### src/pkg/scp_pkg.sv
package scp_pkg;
  localparam int ADDR_W = 13;
  localparam int INSTR_BITS = 16;
  localparam logic [4:0] INSTR_LAST = 5'h0f;
  localparam logic [2:0] BYTE_LAST = 3'h7;
  localparam logic [ADDR_W-1:0] ADDR_PORT_CFG = 13'h0000;
  localparam logic [ADDR_W-1:0] ADDR_CHIP_ID = 13'h0001;
  localparam logic [ADDR_W-1:0] ADDR_CHIP_GRADE = 13'h0002;
  localparam logic [ADDR_W-1:0] ADDR_INDEX_A = 13'h0004;
  localparam logic [ADDR_W-1:0] ADDR_INDEX_B = 13'h0005;
  localparam logic [ADDR_W-1:0] ADDR_PROG_FIRST = 13'h0008;
  localparam logic [ADDR_W-1:0] ADDR_CLOCK_CFG = 13'h0009;
  localparam logic [ADDR_W-1:0] ADDR_PROG_LAST = 13'h002d;
  localparam logic [ADDR_W-1:0] ADDR_UPDATE = 13'h00ff;
  localparam logic [7:0] UPDATE_CMD = 8'h01;
  localparam logic [7:0] PORT_CFG_RST = 8'h18;
  localparam logic [7:0] CLOCK_CFG_RST = 8'h01;
  localparam logic [7:0] PROG_RST = 8'h00;
  localparam int PORT_LSB_BIT_A = 6;
  localparam int PORT_LSB_BIT_B = 1;
  localparam int PORT_SRST_BIT_A = 5;
  localparam int PORT_SRST_BIT_B = 2;
  localparam int CLOCK_DCS_BIT = 0;
  localparam int NUM_PROG = 38;
  localparam logic [1:0] LEN_STREAM = 2'h3;
endpackage

### src/pkg/scp_reg_if.sv
`timescale 1ns/10ps
// Register access between serial engine and register file
interface scp_reg_if;
  import scp_pkg::*;
  logic wr_stb;
  logic [ADDR_W-1:0] addr;
  logic [7:0] wdata;
  logic [7:0] rdata;
  logic lsb_first;
  modport engine(output wr_stb, output addr, output wdata,
                 input rdata, input lsb_first);
  modport regs(input wr_stb, input addr, input wdata,
               output rdata, output lsb_first);
endinterface

### src/hdl/scp_sync.sv
`timescale 1ns/10ps
// Two-flop synchroniser for the three pin inputs
module scp_sync #(
  parameter int W = 3
) (
  input wire logic clk_in,
  input wire logic rst_n_in,
  input wire logic [W-1:0] async_in,
  input wire logic [W-1:0] rst_val_in,
  output logic [W-1:0] sync_out
);
  typedef struct packed {
    logic [W-1:0] s1;
    logic [W-1:0] s2;
  } scp_sync_st_t;
  scp_sync_st_t st_reg, st_next;
  // First stage feeds only the second
  always_comb begin
    st_next.s1 = async_in;
    st_next.s2 = st_reg.s1;
    if (!rst_n_in) begin
      st_next.s1 = rst_val_in;
      st_next.s2 = rst_val_in;
    end
  end
  always_ff @(posedge clk_in) begin
    st_reg <= st_next;
  end
  assign sync_out = st_reg.s2;
endmodule // scp_sync

### src/hdl/scp_regs.sv
`timescale 1ns/10ps
// Byte register file with shadow stage and update strobe
module scp_regs #(
  parameter logic [7:0] CHIP_ID_VAL = 8'h5a, // Arbitrary value
  parameter logic [7:0] CHIP_GRADE_VAL = 8'h00 // Arbitrary value
) (
  input wire logic clk_in,
  input wire logic rst_n_in,
  scp_reg_if.regs rif,
  output logic dcs_enable_out,
  output logic [7:0] index_a_out,
  output logic [7:0] index_b_out
);
  import scp_pkg::*;
  typedef struct packed {
    logic [7:0] port_cfg;
    logic [7:0] idx_a;
    logic [7:0] idx_b;
    logic [NUM_PROG-1:0][7:0] shadow;
    logic [NUM_PROG-1:0][7:0] active;
  } scp_regs_st_t;
  scp_regs_st_t st_reg, st_next;
  logic in_prog;
  logic [5:0] pidx;
  logic [ADDR_W-1:0] poff;
  logic soft_rst;
  assign in_prog = rif.addr >= ADDR_PROG_FIRST &&
                   rif.addr <= ADDR_PROG_LAST;
  assign poff = rif.addr - ADDR_PROG_FIRST;
  assign pidx = poff[5:0];
  assign soft_rst = rif.wr_stb && rif.addr == ADDR_PORT_CFG &&
                    (rif.wdata[PORT_SRST_BIT_A] || rif.wdata[PORT_SRST_BIT_B]);
  // Writes: direct for unbuffered, shadow for the rest
  always_comb begin
    st_next = st_reg;
    if (rif.wr_stb) begin
      if (rif.addr == ADDR_PORT_CFG) begin
        st_next.port_cfg = rif.wdata;
      end else if (rif.addr == ADDR_INDEX_A) begin
        st_next.idx_a = rif.wdata;
      end else if (rif.addr == ADDR_INDEX_B) begin
        st_next.idx_b = rif.wdata;
      end else if (in_prog) begin
        st_next.shadow[pidx] = rif.wdata;
      end else if (rif.addr == ADDR_UPDATE && rif.wdata == UPDATE_CMD) begin
        st_next.active = st_reg.shadow;
      end
    end
    // Soft reset and pin reset both reload defaults
    if (!rst_n_in || soft_rst) begin
      st_next.port_cfg = PORT_CFG_RST;
      st_next.idx_a = PROG_RST;
      st_next.idx_b = PROG_RST;
      for (int i = 0; i < NUM_PROG; i++) begin
        st_next.shadow[i] = PROG_RST;
        st_next.active[i] = PROG_RST;
      end
      st_next.shadow[1] = CLOCK_CFG_RST;
      st_next.active[1] = CLOCK_CFG_RST;
    end
  end
  always_ff @(posedge clk_in) begin
    st_reg <= st_next;
  end
  // Readback shows effective values
  always_comb begin
    rif.rdata = 8'h00;
    if (rif.addr == ADDR_PORT_CFG) begin
      rif.rdata = st_reg.port_cfg;
    end else if (rif.addr == ADDR_CHIP_ID) begin
      rif.rdata = CHIP_ID_VAL;
    end else if (rif.addr == ADDR_CHIP_GRADE) begin
      rif.rdata = CHIP_GRADE_VAL;
    end else if (rif.addr == ADDR_INDEX_A) begin
      rif.rdata = st_reg.idx_a;
    end else if (rif.addr == ADDR_INDEX_B) begin
      rif.rdata = st_reg.idx_b;
    end else if (in_prog) begin
      rif.rdata = st_reg.active[pidx];
    end
  end
  // Mirrored bits: either copy selects LSB first
  assign rif.lsb_first = st_reg.port_cfg[PORT_LSB_BIT_A] ||
                         st_reg.port_cfg[PORT_LSB_BIT_B];
  assign dcs_enable_out = st_reg.active[1][CLOCK_DCS_BIT];
  assign index_a_out = st_reg.idx_a;
  assign index_b_out = st_reg.idx_b;
endmodule // scp_regs

### src/hdl/scp_top.sv
`timescale 1ns/10ps
// Function
// - Frame starts: select low, then clock rise
// - 16-bit instruction, length field sets bytes
// - Select may pause between whole bytes
// - Length 11 streams until select rises
// - Select rising mid-byte resets engine
// - Select held high: pins take secondary use
// - Select tied low gives two-wire mode
// - Without select, streaming never ends
// - Instruction picks write or readback
// - Data pin driven only during readback
// - Sample on rise, drive after fall
// - MSB first default, config selects LSB for data bytes
// - Byte registers, documented address groups
// - Shadow writes apply on 0x01 to 0xFF
// - 0x00, 0x04, 0x05, 0xFF are direct
// - Clock register resets 0x01, bit0 stabilizer
// - Reset loads default register values
module scp_top #(
  parameter logic [7:0] CHIP_ID_VAL = 8'h5a, // Arbitrary value
  parameter logic [7:0] CHIP_GRADE_VAL = 8'h00 // Arbitrary value
) (
  input wire logic clk_in,
  input wire logic rst_n_in,
  input wire logic chip_select_n_in,
  input wire logic sclk_in,
  input wire logic sdio_in,
  output logic sdio_out,
  output logic sdio_oe_out,
  output logic secondary_mode_out,
  output logic secondary_sclk_out,
  output logic secondary_sdio_out,
  output logic dcs_enable_out,
  output logic [7:0] index_a_out,
  output logic [7:0] index_b_out
);
  import scp_pkg::*;

  typedef enum logic [1:0] {
    ST_INSTR = 2'b00,
    ST_DATA = 2'b01,
    ST_IDLE = 2'b10
  } scp_state_t;

  typedef struct packed {
    scp_state_t state;
    logic [INSTR_BITS-1:0] shift;
    logic [4:0] bit_cnt;
    logic read;
    logic [1:0] len;
    logic [ADDR_W-1:0] addr;
    logic [1:0] bytes_done;
    logic [7:0] tx;
    logic drive;
    logic sdo;
    logic sclk_d;
    logic csn_d;
  } scp_st_t;

  scp_st_t st_reg, st_next;
  logic [2:0] pins_sync;
  logic csn_s, sclk_s, sdio_s;
  logic sclk_rise, sclk_fall, csn_rise, csn_fall;
  logic [7:0] rx_byte;
  logic [7:0] tx_bit_sel;
  logic lsb_first;
  logic [7:0] wbyte;
  logic last_byte;

  scp_reg_if rif ();

  // Pins are asynchronous to clk_in
  scp_sync #(
    .W(3)
  ) u_sync (
    .clk_in(clk_in),
    .rst_n_in(rst_n_in),
    .async_in({chip_select_n_in, sclk_in, sdio_in}),
    .rst_val_in(3'h4),
    .sync_out(pins_sync)
  );
  assign csn_s = pins_sync[2];
  assign sclk_s = pins_sync[1];
  assign sdio_s = pins_sync[0];

  scp_regs #(
    .CHIP_ID_VAL(CHIP_ID_VAL),
    .CHIP_GRADE_VAL(CHIP_GRADE_VAL)
  ) u_regs (
    .clk_in(clk_in),
    .rst_n_in(rst_n_in),
    .rif(rif),
    .dcs_enable_out(dcs_enable_out),
    .index_a_out(index_a_out),
    .index_b_out(index_b_out)
  );

  // Edge finders on synchronised copies only
  assign sclk_rise = sclk_s && !st_reg.sclk_d;
  assign sclk_fall = !sclk_s && st_reg.sclk_d;
  assign csn_rise = csn_s && !st_reg.csn_d;
  assign csn_fall = !csn_s && st_reg.csn_d;
  assign lsb_first = rif.lsb_first;

  // Bit reversal used for both directions
  function automatic logic [7:0] scp_order(input logic [7:0] b,
                                           input logic lsb);
    logic [7:0] r;
    r = b;
    if (lsb) begin
      for (int i = 0; i < 8; i++) begin
        r[i] = b[7-i];
      end
    end
    return r;
  endfunction

  // Byte just completed, incoming bit included
  assign rx_byte = scp_order({st_reg.shift[6:0], sdio_s}, lsb_first);
  assign wbyte = rx_byte;
  assign last_byte = st_reg.len != LEN_STREAM &&
                     st_reg.bytes_done == st_reg.len;
  assign tx_bit_sel = scp_order(rif.rdata, lsb_first);

  // Register port: address always follows the engine
  always_comb begin
    rif.addr = st_reg.addr;
    rif.wdata = wbyte;
    rif.wr_stb = st_reg.state == ST_DATA && !st_reg.read && !csn_s &&
                 sclk_rise && st_reg.bit_cnt[2:0] == BYTE_LAST;
  end

  // Serial engine
  always_comb begin
    st_next = st_reg;
    st_next.sclk_d = sclk_s;
    st_next.csn_d = csn_s;
    if (csn_rise && st_reg.bit_cnt[2:0] != 3'h0) begin
      // Partial byte abandons the frame
      st_next.state = ST_INSTR;
      st_next.bit_cnt = 5'h00;
      st_next.drive = 1'b0;
    end else if (csn_s) begin
      // Between whole bytes state is held for a resume, except a stream, which ends below
      st_next.drive = 1'b0;
    end else if (sclk_rise) begin
      st_next.shift = {st_reg.shift[INSTR_BITS-2:0], sdio_s};
      st_next.bit_cnt = st_reg.bit_cnt + 5'h01;
      if (st_reg.drive) begin
        st_next.drive = 1'b0;
      end
      unique case (st_reg.state)
        ST_INSTR: begin
          if (st_reg.bit_cnt == INSTR_LAST) begin
            // Instruction is always MSB first in this build
            st_next.read = st_reg.shift[14];
            st_next.len = st_reg.shift[13:12];
            st_next.addr = {st_reg.shift[11:0], sdio_s};
            st_next.bytes_done = 2'h0;
            st_next.bit_cnt = 5'h00;
            st_next.state = ST_DATA;
          end
        end
        ST_DATA: begin
          if (st_reg.bit_cnt[2:0] == BYTE_LAST) begin
            st_next.bit_cnt = 5'h00;
            st_next.addr = st_reg.addr + 13'h0001;
            if (last_byte) begin
              st_next.state = ST_INSTR;
            end else if (st_reg.len != LEN_STREAM) begin
              st_next.bytes_done = st_reg.bytes_done + 2'h1;
            end
            // Streaming only stops on select rising
          end
        end
        default: begin
          st_next.state = ST_INSTR;
        end
      endcase
    end else if (sclk_fall && st_reg.state == ST_DATA && st_reg.read) begin
      // Drive next read bit after the falling edge
      if (st_reg.bit_cnt[2:0] == 3'h0) begin
        st_next.tx = {tx_bit_sel[6:0], 1'b0};
        st_next.sdo = tx_bit_sel[7];
      end else begin
        st_next.tx = {st_reg.tx[6:0], 1'b0};
        st_next.sdo = st_reg.tx[7];
      end
      st_next.drive = 1'b1;
    end else if (csn_fall && st_reg.state == ST_DATA && st_reg.read &&
                 st_reg.bit_cnt[2:0] == 3'h0) begin
      // Resume after a stall: the falling edge was lost under select high
      st_next.tx = {tx_bit_sel[6:0], 1'b0};
      st_next.sdo = tx_bit_sel[7];
      st_next.drive = 1'b1;
    end else if (sclk_fall && st_reg.state == ST_INSTR &&
                 st_reg.bit_cnt == 5'h10) begin
      st_next.drive = 1'b0;
    end
    if (csn_rise && st_reg.bit_cnt[2:0] == 3'h0 &&
        st_reg.state == ST_DATA && st_reg.len == LEN_STREAM) begin
      st_next.state = ST_INSTR;
    end
    if (!rst_n_in) begin
      st_next.state = ST_INSTR;
      st_next.shift = '0;
      st_next.bit_cnt = 5'h00;
      st_next.read = 1'b0;
      st_next.len = 2'h0;
      st_next.addr = '0;
      st_next.bytes_done = 2'h0;
      st_next.tx = 8'h00;
      st_next.drive = 1'b0;
      st_next.sdo = 1'b0;
      st_next.sclk_d = 1'b0;
      st_next.csn_d = 1'b1;
    end
  end

  always_ff @(posedge clk_in) begin
    st_reg <= st_next;
  end

  // Tied-low select simply leaves the engine armed
  assign sdio_out = st_reg.sdo;
  assign sdio_oe_out = st_reg.drive && st_reg.read;
  // Select high hands pins to their secondary use
  assign secondary_mode_out = csn_s;
  assign secondary_sclk_out = csn_s & sclk_s;
  assign secondary_sdio_out = csn_s & sdio_s;

  // Checks
  property p_oe_only_read;
    @(posedge clk_in) disable iff (!rst_n_in)
      sdio_oe_out |-> st_reg.read && st_reg.state == ST_DATA;
  endproperty
  a_oe_only_read: assert property (p_oe_only_read)
    else $error("data pin driven outside readback");

  property p_oe_off_select;
    @(posedge clk_in) disable iff (!rst_n_in)
      csn_s |=> !sdio_oe_out;
  endproperty
  a_oe_off_select: assert property (p_oe_off_select)
    else $error("data pin driven with select high");

  property p_oe_on_fall;
    @(posedge clk_in) disable iff (!rst_n_in)
      $rose(sdio_oe_out) |->
        $past(sclk_fall) || $past(csn_fall && !sclk_s);
  endproperty
  a_oe_on_fall: assert property (p_oe_on_fall)
    else $error("drive began away from falling clock");

  property p_abort_mid;
    @(posedge clk_in) disable iff (!rst_n_in)
      csn_rise && st_reg.bit_cnt[2:0] != 3'h0 |=>
        st_reg.state == ST_INSTR && st_reg.bit_cnt == 5'h00;
  endproperty
  a_abort_mid: assert property (p_abort_mid)
    else $error("partial byte did not reset engine");

  property p_instr_len;
    @(posedge clk_in) disable iff (!rst_n_in)
      st_reg.state == ST_INSTR && !csn_s && sclk_rise &&
      st_reg.bit_cnt == INSTR_LAST |=> st_reg.state == ST_DATA;
  endproperty
  a_instr_len: assert property (p_instr_len)
    else $error("no data phase after sixteen bits");

  property p_addr_step;
    @(posedge clk_in) disable iff (!rst_n_in)
      st_reg.state == ST_DATA && !csn_s && sclk_rise &&
      st_reg.bit_cnt[2:0] == BYTE_LAST |=>
        st_reg.addr == $past(st_reg.addr) + 13'h0001;
  endproperty
  a_addr_step: assert property (p_addr_step)
    else $error("address did not step");

  property p_stream_holds;
    @(posedge clk_in) disable iff (!rst_n_in)
      st_reg.state == ST_DATA && st_reg.len == LEN_STREAM && !csn_s |=>
        st_reg.state == ST_DATA;
  endproperty
  a_stream_holds: assert property (p_stream_holds)
    else $error("stream ended with select low");

  property p_write_only;
    @(posedge clk_in) disable iff (!rst_n_in)
      rif.wr_stb |-> !st_reg.read;
  endproperty
  a_write_only: assert property (p_write_only)
    else $error("write strobe in readback frame");

  property p_dcs_reset;
    @(posedge clk_in)
      !rst_n_in |=> dcs_enable_out;
  endproperty
  a_dcs_reset: assert property (p_dcs_reset)
    else $error("stabilizer not on after reset");

  property p_secondary;
    @(posedge clk_in) disable iff (!rst_n_in)
      secondary_mode_out && st_reg.csn_d |=>
        st_reg.bit_cnt == $past(st_reg.bit_cnt) &&
        st_reg.state == $past(st_reg.state);
  endproperty
  a_secondary: assert property (p_secondary)
    else $error("engine moved while pins in secondary use");

  property p_last_byte;
    @(posedge clk_in) disable iff (!rst_n_in)
      st_reg.state == ST_DATA && !csn_s && sclk_rise &&
      st_reg.bit_cnt[2:0] == BYTE_LAST && st_reg.len != LEN_STREAM &&
      st_reg.bytes_done == st_reg.len |=> st_reg.state == ST_INSTR;
  endproperty
  a_last_byte: assert property (p_last_byte)
    else $error("frame outran its length field");

  property p_drive_off_rise;
    @(posedge clk_in) disable iff (!rst_n_in)
      sdio_oe_out && sclk_rise |=> !sdio_oe_out;
  endproperty
  a_drive_off_rise: assert property (p_drive_off_rise)
    else $error("data pin still driven after rising clock");

  property p_index_direct;
    @(posedge clk_in) disable iff (!rst_n_in)
      rif.wr_stb && rif.addr == ADDR_INDEX_A |=>
        index_a_out == $past(rif.wdata);
  endproperty
  a_index_direct: assert property (p_index_direct)
    else $error("direct register did not take the write");

  property p_dcs_buffered;
    @(posedge clk_in) disable iff (!rst_n_in)
      !(rif.wr_stb && (rif.addr == ADDR_UPDATE ||
        rif.addr == ADDR_PORT_CFG)) |=> $stable(dcs_enable_out);
  endproperty
  a_dcs_buffered: assert property (p_dcs_buffered)
    else $error("stabilizer changed without update strobe");

  property p_msb_default;
    @(posedge clk_in)
      !rst_n_in |=> !rif.lsb_first;
  endproperty
  a_msb_default: assert property (p_msb_default)
    else $error("bit order not MSB first after reset");
endmodule // scp_top

### config.mk
export PLATFORM = sky130hd
export DESIGN_NAME = scp_top
export DESIGN_NICKNAME = d
export VERILOG_FILES = /design/src/pkg/scp_pkg.sv /design/src/pkg/scp_reg_if.sv /design/src/hdl/scp_sync.sv /design/src/hdl/scp_regs.sv /design/src/hdl/scp_top.sv
export SDC_FILE = /design/constraint.sdc
export NUM_CORES = 1
export LEC_CHECK = 0
export BUFFER_PORTS_ARGS = -buffer_cell sky130_fd_sc_hd__buf_2
export CAP_MARGIN = 5
export CORE_MARGIN = 8
export CORE_UTILIZATION = 60
export DETAILED_ROUTE_END_ITERATION = 8
export PLACE_DENSITY = 0.78
export SLEW_MARGIN = 10
export SYNTH_ARGS = -nofsm -noshare
export SYNTH_HDL_FRONTEND = slang
export SYNTH_HIERARCHICAL = 1
export SYNTH_SLANG_ARGS = --single-unit
### constraint.sdc
create_clock -name clk_in -period 5.84 [get_ports clk_in]
set_input_delay 0.876 -clock clk_in [delete_from_list [all_inputs] [get_ports clk_in]]
set_output_delay 0.876 -clock clk_in [all_outputs]
set_load 0.01 [all_outputs]
After elaboration in Yosys (flattened, before gate mapping)
Cells that the tools add are included.
{"block": "op_classes", "order_cmp": 4, "mux": 31, "bitwise": 10, "eq_ne": 18, "n_reduce_logical": 57, "add_sub_neg": 4}
{"operator": "$bwmux W304", "n": 1}
{"operator": "$mux W8", "n": 12}
{"operator": "$bmux W8 S6", "n": 1}
{"operator": "$demux W8 S6", "n": 1}
{"operator": "$pmux W15 S2", "n": 1}
{"operator": "$eq A13 B3 Y1 const B", "n": 2}
{"operator": "$logic_and A1 B1 Y1", "n": 26}
{"operator": "$mux W23", "n": 1}
{"operator": "$mux W15", "n": 1}
{"operator": "$reduce_and A5 Y1", "n": 3}
{"operator": "$add A13 B1 Y13 const B", "n": 1}
{"operator": "$eq A13 B1 Y1 const B", "n": 1}
{"operator": "$eq A13 B2 Y1 const B", "n": 1}
{"operator": "$eq A13 B8 Y1 const B", "n": 1}
{"operator": "$ge A13 B4 Y1 const B", "n": 1}
{"operator": "$le A13 B6 Y1 const B", "n": 1}
{"operator": "$logic_not A13 Y1", "n": 1}
{"operator": "$reduce_and A6 Y1", "n": 2}
{"operator": "$mux W10", "n": 1}
{"operator": "$mux W2", "n": 5}
{"operator": "$ne A2 B2 Y1 const B", "n": 5}
{"operator": "$pmux W5 S2", "n": 1}
{"operator": "$eq A8 B1 Y1 const B", "n": 1}
{"operator": "$not A1 Y1", "n": 8}
{"operator": "other kinds (29)", "n": 45}
{"block": "word_totals", "out_inout_bits": 22, "register_bits": 690, "wordCells": 217, "inputBits": 5}

Depth between registers and ports, before layout
Gate-level depths: netlist (run 1).
{"block": "depth", "ltp_word": 12, "depth_mapped": 16, "depth_no_buf": 12}

By module
The synthesis (run 1) kept the hierarchy.
{"module": "scp_regs", "seq_area_each_um2": 12652.1, "area_per_inst_um2": 25889.8, "cells_each": 2937, "n_inst": 1}
{"module": "scp_top", "seq_area_each_um2": 1001.0, "area_per_inst_um2": 2796.4, "cells_each": 341, "n_inst": 1}
{"module": "scp_sync", "seq_area_each_um2": 120.1, "area_per_inst_um2": 244.0, "cells_each": 16, "n_inst": 1}

Worst setup path after synthesis (run 1)
Ideal clock, no wire load.
{"block": "synth_path", "path_type": "register to register", "start": "register st_reg, in the netlist rif.addr[3]", "end": "register st_reg, in the netlist sdio_out", "setup_time_ns": 0.122, "path_stages_with_launch": 17, "t_required_ns": 5.718, "n_path_buf": 4, "t_arrival_ns": 3.416, "slack_ns": 2.303, "period_less_slack_ns": 3.537, "path_cell_list": "dfxtp_1 > buf_2 > clkbuf_1 > inv_1 > ha_1 > xnor2_1 > nand2_1 > buf_2 > clkbuf_1 > a211oi_1 > a21oi_1 > a221oi_1 > o21ai_0 > mux2i_1 > a21oi_1 > o21ai_0 > mux2i_1"}
{"block": "synth_between", "elab_chain_len": 12, "elab_cells_between_ends": 21, "cone_classes": "add/sub: 1; order compare: 2; eq/ne: 4; mux: 12; reduce/logical: 2"}
{"item": "from (decl)", "line": "scp_top.sv:61", "source": "scp_st_t st_reg, st_next;"}
{"item": "from (signal assigned)", "line": "scp_top.sv:222", "source": "st_reg <= st_next;"}
{"item": "$sub A6 B4 Y6", "line": "scp_regs.sv:29", "source": "assign poff = rif.addr - ADDR_PROG_FIRST;"}
{"item": "$bmux W8 S6", "line": "scp_regs.sv:79", "source": "rif.rdata = st_reg.active[pidx];"}
{"item": "$mux W8 (implied by the code)", "line": "scp_regs.sv:79"}
{"item": "$mux W8", "line": "scp_regs.sv:78", "source": "end else if (in_prog) begin"}
{"item": "$mux W8", "line": "scp_regs.sv:76", "source": "end else if (rif.addr == ADDR_INDEX_B) begin"}
{"item": "$mux W8", "line": "scp_regs.sv:74", "source": "end else if (rif.addr == ADDR_INDEX_A) begin"}
{"item": "$mux W8", "line": "scp_regs.sv:72", "source": "end else if (rif.addr == ADDR_CHIP_GRADE) begin"}
{"item": "$mux W8", "line": "scp_regs.sv:70", "source": "end else if (rif.addr == ADDR_CHIP_ID) begin"}
{"item": "$mux W8 (*)", "line": "scp_regs.sv:68", "source": "if (rif.addr == ADDR_PORT_CFG) begin"}
{"item": "net rif.rdata[0]", "line": "scp_reg_if.sv:8", "source": "logic [7:0] rdata;"}
{"item": "$mux W8 (*)", "line": "scp_top.sv:111", "source": "if (lsb) begin"}
{"item": "$mux W1 (on tied branches)", "line": "scp_top.sv:191, scp_top.sv:183"}
{"item": "$mux W10 (*)", "line": "scp_top.sv:181", "source": "end else if (sclk_fall && st_reg.state == ST_DATA && st_reg.read) begin"}
The timed path passes the listed nets; every way through them passes the cells marked *. The select of a mux whose other input is x is not followed.
A chain may end at the register's enable or synchronous reset.

Worst setup path after layout (run 1)
{"block": "layout_path", "start": "register st_reg, in the netlist rif.addr[0]", "end": "register u_regs/st_reg[496] (netlist name)"}
{"block": "layout_between", "elab_chain_len": 6, "elab_cells_between_ends": 20, "cone_classes": "add/sub: 1; order compare: 4; eq/ne: 2; mux: 3; bitwise: 3; reduce/logical: 7"}
{"item": "$sub A6 B4 Y6", "line": "scp_regs.sv:29"}
{"item": "$lt A6 B7 Y1 (implied by the code) / $ge A6 B1 Y1 (equally long branches)", "line": "scp_regs.sv:44", "source": "st_next.shadow[pidx] = rif.wdata;"}
{"item": "$logic_and A1 B1 Y1 (implied by the code)", "line": "scp_regs.sv:44"}
{"item": "$mux W8 (implied by the code)", "line": "scp_regs.sv:44"}
{"item": "$demux W8 S6"}
{"item": "$bwmux W304", "line": "scp_regs.sv:44"}
{"item": "to (signal assigned)", "line": "scp_regs.sv:63", "source": "st_reg <= st_next;"}
{"item": "to (decl)", "line": "scp_regs.sv:22", "source": "scp_regs_st_t st_reg, st_next;"}
Parallel ways exist; a longest one is shown, timed or not.

==> impl_metrics.json, run 1 <==
{
  "slew_headroom_pct": 21.5,
  "power_uw": 9250,
  "cpMostUsedCell": "nor2_1",
  "cp-end-kind": "flop",
  "synthesis.area_mm2": 0.0289,
  "cp.required_ps": 6310,
  "cts_setup_buffers": 0,
  "drc": 0,
  "cp_slowest_stage_delay_ps": 1030,
  "synth_area_leaders": "dfxtp_1 48%, mux2i_1 11%, nand2_1 11%",
  "reg2regPathDepth": 6,
  "die_y_um": 236,
  "p_leak_uw": 0.0108,
  "worst_pin_slew_ps": 1170,
  "path_cells": "buf_4, nor2_1, a21boi_1, nand4_1, mux2i_1, nor2_1",
  "port_buffers": 26,
  "dp_cells": 3689,
  "grt_max_degree": 209,
  "synth-main-ff-cell": "dfxtp_1",
  "synth_adder_area_share_pct": 0.424,
  "yosysTopAreaCell": "dfxtp_1",
  "start_kind": "flop",
  "fp-row-count": 80,
  "hp-class": "flop to flop",
  "hold_viol": 0,
  "hold_path_depth": 2,
  "diodes": 0,
  "arrival_ps": 4880,
  "syn_area_per_cell_um2": 8.78,
  "hpwl_um": 46800,
  "largest_reg_flops": 615,
  "ys_warn_count": 6,
  "ys_seq_elements": 688,
  "clk_path_buf_depth": 3,
  "synth_xor_area_share_pct": 0.121,
  "vdd_drop_max_mv": 0.191,
  "crit_slowest_cell": "nand4_1",
  "insertion_delay_ps": 610,
  "drtPass1Iterations": 6,
  "ys_types": 86,
  "grtUsageTotal_pct": 27.1,
  "setup_tns_ps": 0,
  "fin_util_pct": 65.4,
  "coreArea_mm2": 0.0476,
  "drt_iter0_drc": 2740,
  "hold_start": "u_regs/st_reg[240]",
  "fin_crit_sh_pct": 75.6,
  "syn_to_final_growth_pct": 7.75,
  "via_count": 23522,
  "regToRegStartpoint": "rif.addr[0]",
  "power_density_mw_per_mm2": 297,
  "status": "completed",
  "place.gp.congestion": 0.920,
  "cts_resized": 0,
  "wirelength_um": 78600,
  "synth-compound-area-share_pct": 11.3,
  "cap_viol_max_count": 0,
  "drive_above_1_share_pct": 9.12,
  "worst-path-max-fanout": 44,
  "grt_overflow": 0,
  "mostFrequentLayoutCell": "nand2_1",
  "clock-skew-final_ps": 22.3,
  "synth_top_area_share_pct": 47.6,
  "h-tree-depth": 3,
  "ys_seq_area_share_pct": 47.6,
  "wire_per_inst_um": 20.6,
  "rsz0062_at_grt": "false",
  "period_minus_slack_ps": 4420,
  "setup_violations": 0,
  "antenna_found_initial": 0,
  "timing.rr.end": "u_regs/st_reg[496]",
  "via_per_inst": 6.18,
  "numCtsBuffers": 67,
  "synth_top_family_by_area": "simple AND/OR/NAND/NOR gates",
  "synth.area.mux_share_pct": 15.6,
  "cts_hold_buf": 0,
  "start_util_pct": 60.7,
  "fillers": 3676,
  "worstHoldEndpoint": "u_regs/st_reg[240]",
  "synthArstFlopShare_pct": 0,
  "finalNonFillerCells": 3807,
  "cts_sinks": 688,
  "die_x_um": 236,
  "holdWs_ps": 449,
  "final_cell_mix": "833 x nand2_1, 686 x dfxtp_1, 420 x a21oi_1, 318 x mux2i_1, 274 x nor2_1",
  "root_buffer": "clkbuf_16",
  "fmax_mhz": 226,
  "path_class": "flop to flop",
  "synth-edff-count": 0,
  "fin_nets": 3157,
  "fp.dieArea_mm2": 0.0555,
  "io_pins": 27,
  "synthSimpleGateAreaFrac_pct": 20.1,
  "ant_nets": 0,
  "cts_tree": "done",
  "r2r_setup_slack_ps": 1420,
  "grt_pass1_vias": 22349,
  "synth_cells": 3294,
  "grt_pass1_wl_um": 123000,
  "clk_pin_slew_ps": 60,
  "maxSlewViolCount": 0
}
## synthesized netlist by cell type (4+ instances only)
cell type  count
a211oi_1      13
a21oi_1      420
a221o_1        5
a221oi_1      10
a22oi_1       17
a32oi_1        5
and2_1         8
and3_1        18
buf_1         26
buf_2         92
buf_4         24
buf_6          4
clkbuf_1     139
dfxtp_1      688
ha_1           9
inv_1         22
mux2_2        17
mux2_4         7
mux2i_1      318
mux4_2        46
nand2_1      833
nand2b_1      10
nand3_1       47
nand4_1       13
nor2_1       274
nor2b_1        8
nor3_1        17
nor4_1         5
nor4_2         8
nor4_4        21
o21a_1         5
o21ai_0       55
o221ai_1       4
o22ai_1       18
or3_1          6
or4_1         11
## routing by layer
| layer | part of all wire (%) | GRT usage [%] | up-vias |
|---|---|---|---|
| met4 | 4.5 | 13.8 | 0 |
| met1 | 40 | 34.3 | 11328 |
| met2 | 46 | 43.4 | 1112 |
| met3 | 9.3 | 6.04 | 234 |
| li1 | - | - | 10848 |
| met5 | 0 | 0 | - |
## layout make-up
class / instances / area (um2) / share of cell area (%)
multi-input cells: 2301 / 13800 / 44.4
flip-flops and latches: 688 / 13800 / 44.2
clock buffers: 100 / 1960 / 6.30
well taps: 615 / 769 / 2.47
repair buffers: 62 / 488 / 1.57
clock inverters: 18 / 249 / 0.799
inverters: 23 / 86.3 / 0.277
## how the worst max path moves through the flow
stage           startpoint                 end  slack [ps]
2_1_floorplan  rif.addr[3]            sdio_out        2300
4_1_cts        rif.addr[0]  u_regs/st_reg[496]        1590
6_report       rif.addr[0]  u_regs/st_reg[496]        1420
3_3_place_gp   rif.addr[0]  u_regs/st_reg[499]        1800
3_5_place_dp   rif.addr[0]  u_regs/st_reg[496]        1670
5_1_grt        rif.addr[0]  u_regs/st_reg[496]        1400
## kinds of logic (layout without fill, tap and decap cells)
| group | after synthesis | after routing |
|---|---|---|
| simple gates | 1307 | 1307 |
| mux | 388 | 388 |
| compound gates | 586 | 586 |
| flops | 688 | 688 |
| fa+ha+maj | 10 | 10 |
| buf+inv | 309 | 203 |
| other cells | 2 | 6 |
| xor+xnor | 4 | 4 |
## metrics by stage
step	instance area, um2	setup slack (ps)
6_report	31200	1420
5_1_grt	31200	1400
4_1_cts	31200	1590
3_5_place_dp	28900	1670
3_3_place_gp	28900	1800
2_1_floorplan	28900	2300
## worst max-delay path, delay by kind of cell, from the launching register on
| kind | cells | cell delay, ps |
|---|---|---|
| compound gates | 1 | 880 |
| buf+inv | 1 | 730 |
| flops | 1 | 770 |
| mux | 1 | 480 |
| simple gates | 3 | 1360 |
## report_power, final
| group | internal (uW) | leakage [uW] | total [uW] | switching, uW |
|---|---|---|---|---|
| sequential | 4700 | 0.00554 | 4710 | 7.25 |
| clock | 2560 | 0.00109 | 4380 | 1820 |
| combinational | 32.0 | 0.00416 | 165 | 133 |
| total | 7290 | 0.0108 | 9250 | 1960 |
No activity file was read; power rests on OpenSTA's default activity.
==> run 2, diff against run 1 <==
- clock period: 5.84 -> 4.6 ns (I/O delays scaled with it)
==> run 2 against run 1 <==
  * First-iteration DRC count up 2.0%
  * Highest routed layer unchanged
  * Register-to-register slack worse by 740 ps
  * Count of clock-buffer cells in the layout up 3
  * Sequential power up 27%
  * Clock power up 29%
  * Cell count up 0.87%
  * Via count down 0.55%
  * Largest power group unchanged
  * Die area unchanged
  * Sequential share of layout area down 0.55 points
  * Maximum frequency up 13%
==> impl_metrics.json, run 2 (synthesis results as in run 1) <==
{
  "final_cell_mix": "833 x nand2_1, 686 x dfxtp_1, 420 x a21oi_1, 318 x mux2i_1, 274 x nor2_1",
  "grt_max_degree": 199,
  "power_density_mw_per_mm2": 376,
  "ant_nets": 0,
  "fp.dieArea_mm2": 0.0555,
  "power_frac_seq_pct": 50.4,
  "via_count": 23393,
  "grt_overflow": 0,
  "mostFrequentLayoutCell": "nand2_1",
  "pre_cts_ws_ps": 808,
  "setup_ws_ps": 685,
  "maxSlewViolCount": 0,
  "p_leak_uw": 0.0110,
  "wire_per_inst_um": 20.3,
  "die_x_um": 236,
  "drtPass1Iterations": 7,
  "seq_area_mm2": 0.0138,
  "p_int_uw": 9340,
  "cts_setup_buffers": 0,
  "path_cells": "or2_2, mux2_2, nor3_1, nand4b_1, nor4_2, buf_12, buf_12, nand2_1, a21oi_1",
  "multi_input_area_mm2": 0.0138,
  "grt_pass1_vias": 22385,
  "dp_cells": 3717,
  "place.gp.congestion": 0.933,
  "cap_viol_max_count": 0,
  "status": "completed",
  "port_buffers": 26,
  "cp-end-kind": "flop",
  "via_per_inst": 6.09,
  "crit_slowest_cell": "nor4_2",
  "coreArea_mm2": 0.0476,
  "timing.rr.end": "u_regs/st_reg[23]",
  "hold_path_depth": 2,
  "worst_pin_slew_ps": 1180,
  "cts_resized": 0,
  "cp.required_ps": 5100,
  "regToRegStartpoint": "u_regs/st_reg[630]",
  "drive_above_1_share_pct": 10.1,
  "insertion_delay_ps": 600,
  "finalNonFillerCells": 3840,
  "reg2regPathDepth": 9,
  "diodes": 0,
  "setup_tns_ps": 0,
  "grt_pass1_wl_um": 122000,
  "period_minus_slack_ps": 3910,
  "h-tree-depth": 3,
  "syn_to_final_growth_pct": 9.10,
  "drt_iter0_drc": 2794,
  "numCtsBuffers": 69,
  "p_switching_uw": 2510,
  "drc": 0,
  "power.clock.fraction_pct": 47.8,
  "fp-row-count": 80,
  "setup_violations": 0,
  "grtUsageTotal_pct": 26.8,
  "hp-class": "input pin to flop",
  "clock-skew-final_ps": 23.0,
  "cpMostUsedCell": "buf_12",
  "cp-startpoint": "u_regs/st_reg[630]",
  "clk_path_buf_depth": 3,
  "arrival_ps": 4410,
  "clk_pin_slew_ps": 60,
  "r2r_setup_slack_ps": 690,
  "fin_nets": 3187,
  "start_util_pct": 60.7,
  "rsz0062_at_grt": "false",
  "p_comb_share_pct": 1.8,
  "antenna_found_initial": 0,
  "cp_slowest_stage_delay_ps": 720,
  "fillers": 3669,
  "path_class": "flop to flop",
  "hold_viol": 0,
  "root_buffer": "clkbuf_16",
  "switching_share_pct": 21.2,
  "die_y_um": 236,
  "fmax_mhz": 255,
  "start_kind": "flop",
  "fin_crit_sh_pct": 85.1,
  "cts_tree": "done",
  "io_pins": 27,
  "cts_hold_buf": 0,
  "hpwl_um": 48100,
  "worstHoldEndpoint": "u_sync/st_reg[5]",
  "slew_headroom_pct": 21.5,
  "worst-path-max-fanout": 79,
  "wirelength_um": 77800,
  "hold_start": "chip_select_n_in",
  "cts_sinks": 688,
  "largest_reg_flops": 615,
  "vdd_drop_max_mv": 0.285
}
==> run 2: changes by cell type in the layout (fill, tap and decap cells not counted), moves of 2 or more <==
| cell | previous run | this run |
|---|---|---|
| buf_12 | 7 | 16 |
| clkbuf_1 | 19 | 16 |
| clkinvlp_4 | 0 | 2 |
| buf_4 | 29 | 48 |
| nor4_4 | 23 | 21 |
| clkbuf_16 | 69 | 71 |
| nor4_2 | 7 | 9 |
| clkbuf_8 | 12 | 16 |
==> run 2: critical path: cells and delay by family, from the launching register on <==
kind / cells / cell delay, ps
AOI/OAI and AO/OA: 1 / 190
buffers and inverters: 2 / 660
DFF: 1 / 370
muxes: 1 / 700
and+or+nand+nor: 5 / 1790
==> run 2: layer usage <==
layer	up-vias	GRT usage, %	wire length (um)
met5	-	0	0
met4	0	10.1	2400
met3	153	6.06	6260
met2	917	43.7	36500
met1	11400	34.5	32700
li1	10923	-	-
==> run 2: cell type report <==
cell class	count	area share, %
clock inverters	20	0.757
clock buffers	103	6.52
well taps	615	2.44
inverters	23	0.274
flip-flops and latches	688	43.7
repair buffers	90	2.57
multi-input cells	2301	43.8
==> run 2: how the worst max path moves through the flow <==
stage | slack [ps] | cells past startpoint | endpoint
global route | 560 | 9 | u_regs/st_reg[296]
finish | 690 | 9 | u_regs/st_reg[23]
floorplan | 1060 | 16 | sdio_out
global placement | 910 | 9 | u_regs/st_reg[263]
CTS | 750 | 9 | u_regs/st_reg[23]
detailed placement | 810 | 9 | u_regs/st_reg[295]
==> run 2: per-stage QoR <==
step           power [uW]  utilization [%]  cell area (um2)  hold WS [ps]
3_5_place_dp         6320             61.4            29300           442
5_1_grt             12200             66.2            31600           301
6_report            11900             66.2            31600           310
4_1_cts             11900             66.2            31600           284
2_1_floorplan        6260                -            28900           428
3_3_place_gp         6320             61.4            29300           435
==> run 2: power by group through the flow <==
| stage | logic (uW) | registers, uW | clock network, uW |
|---|---|---|---|
| 3_5_place_dp | 214 | 6110 | 0 |
| 2_1_floorplan | 160 | 6100 | 0 |
| 3_3_place_gp | 211 | 6110 | 0 |
| 4_1_cts | 214 | 5970 | 5730 |
| 5_1_grt | 233 | 5970 | 5960 |
| 6_report | 218 | 5970 | 5670 |
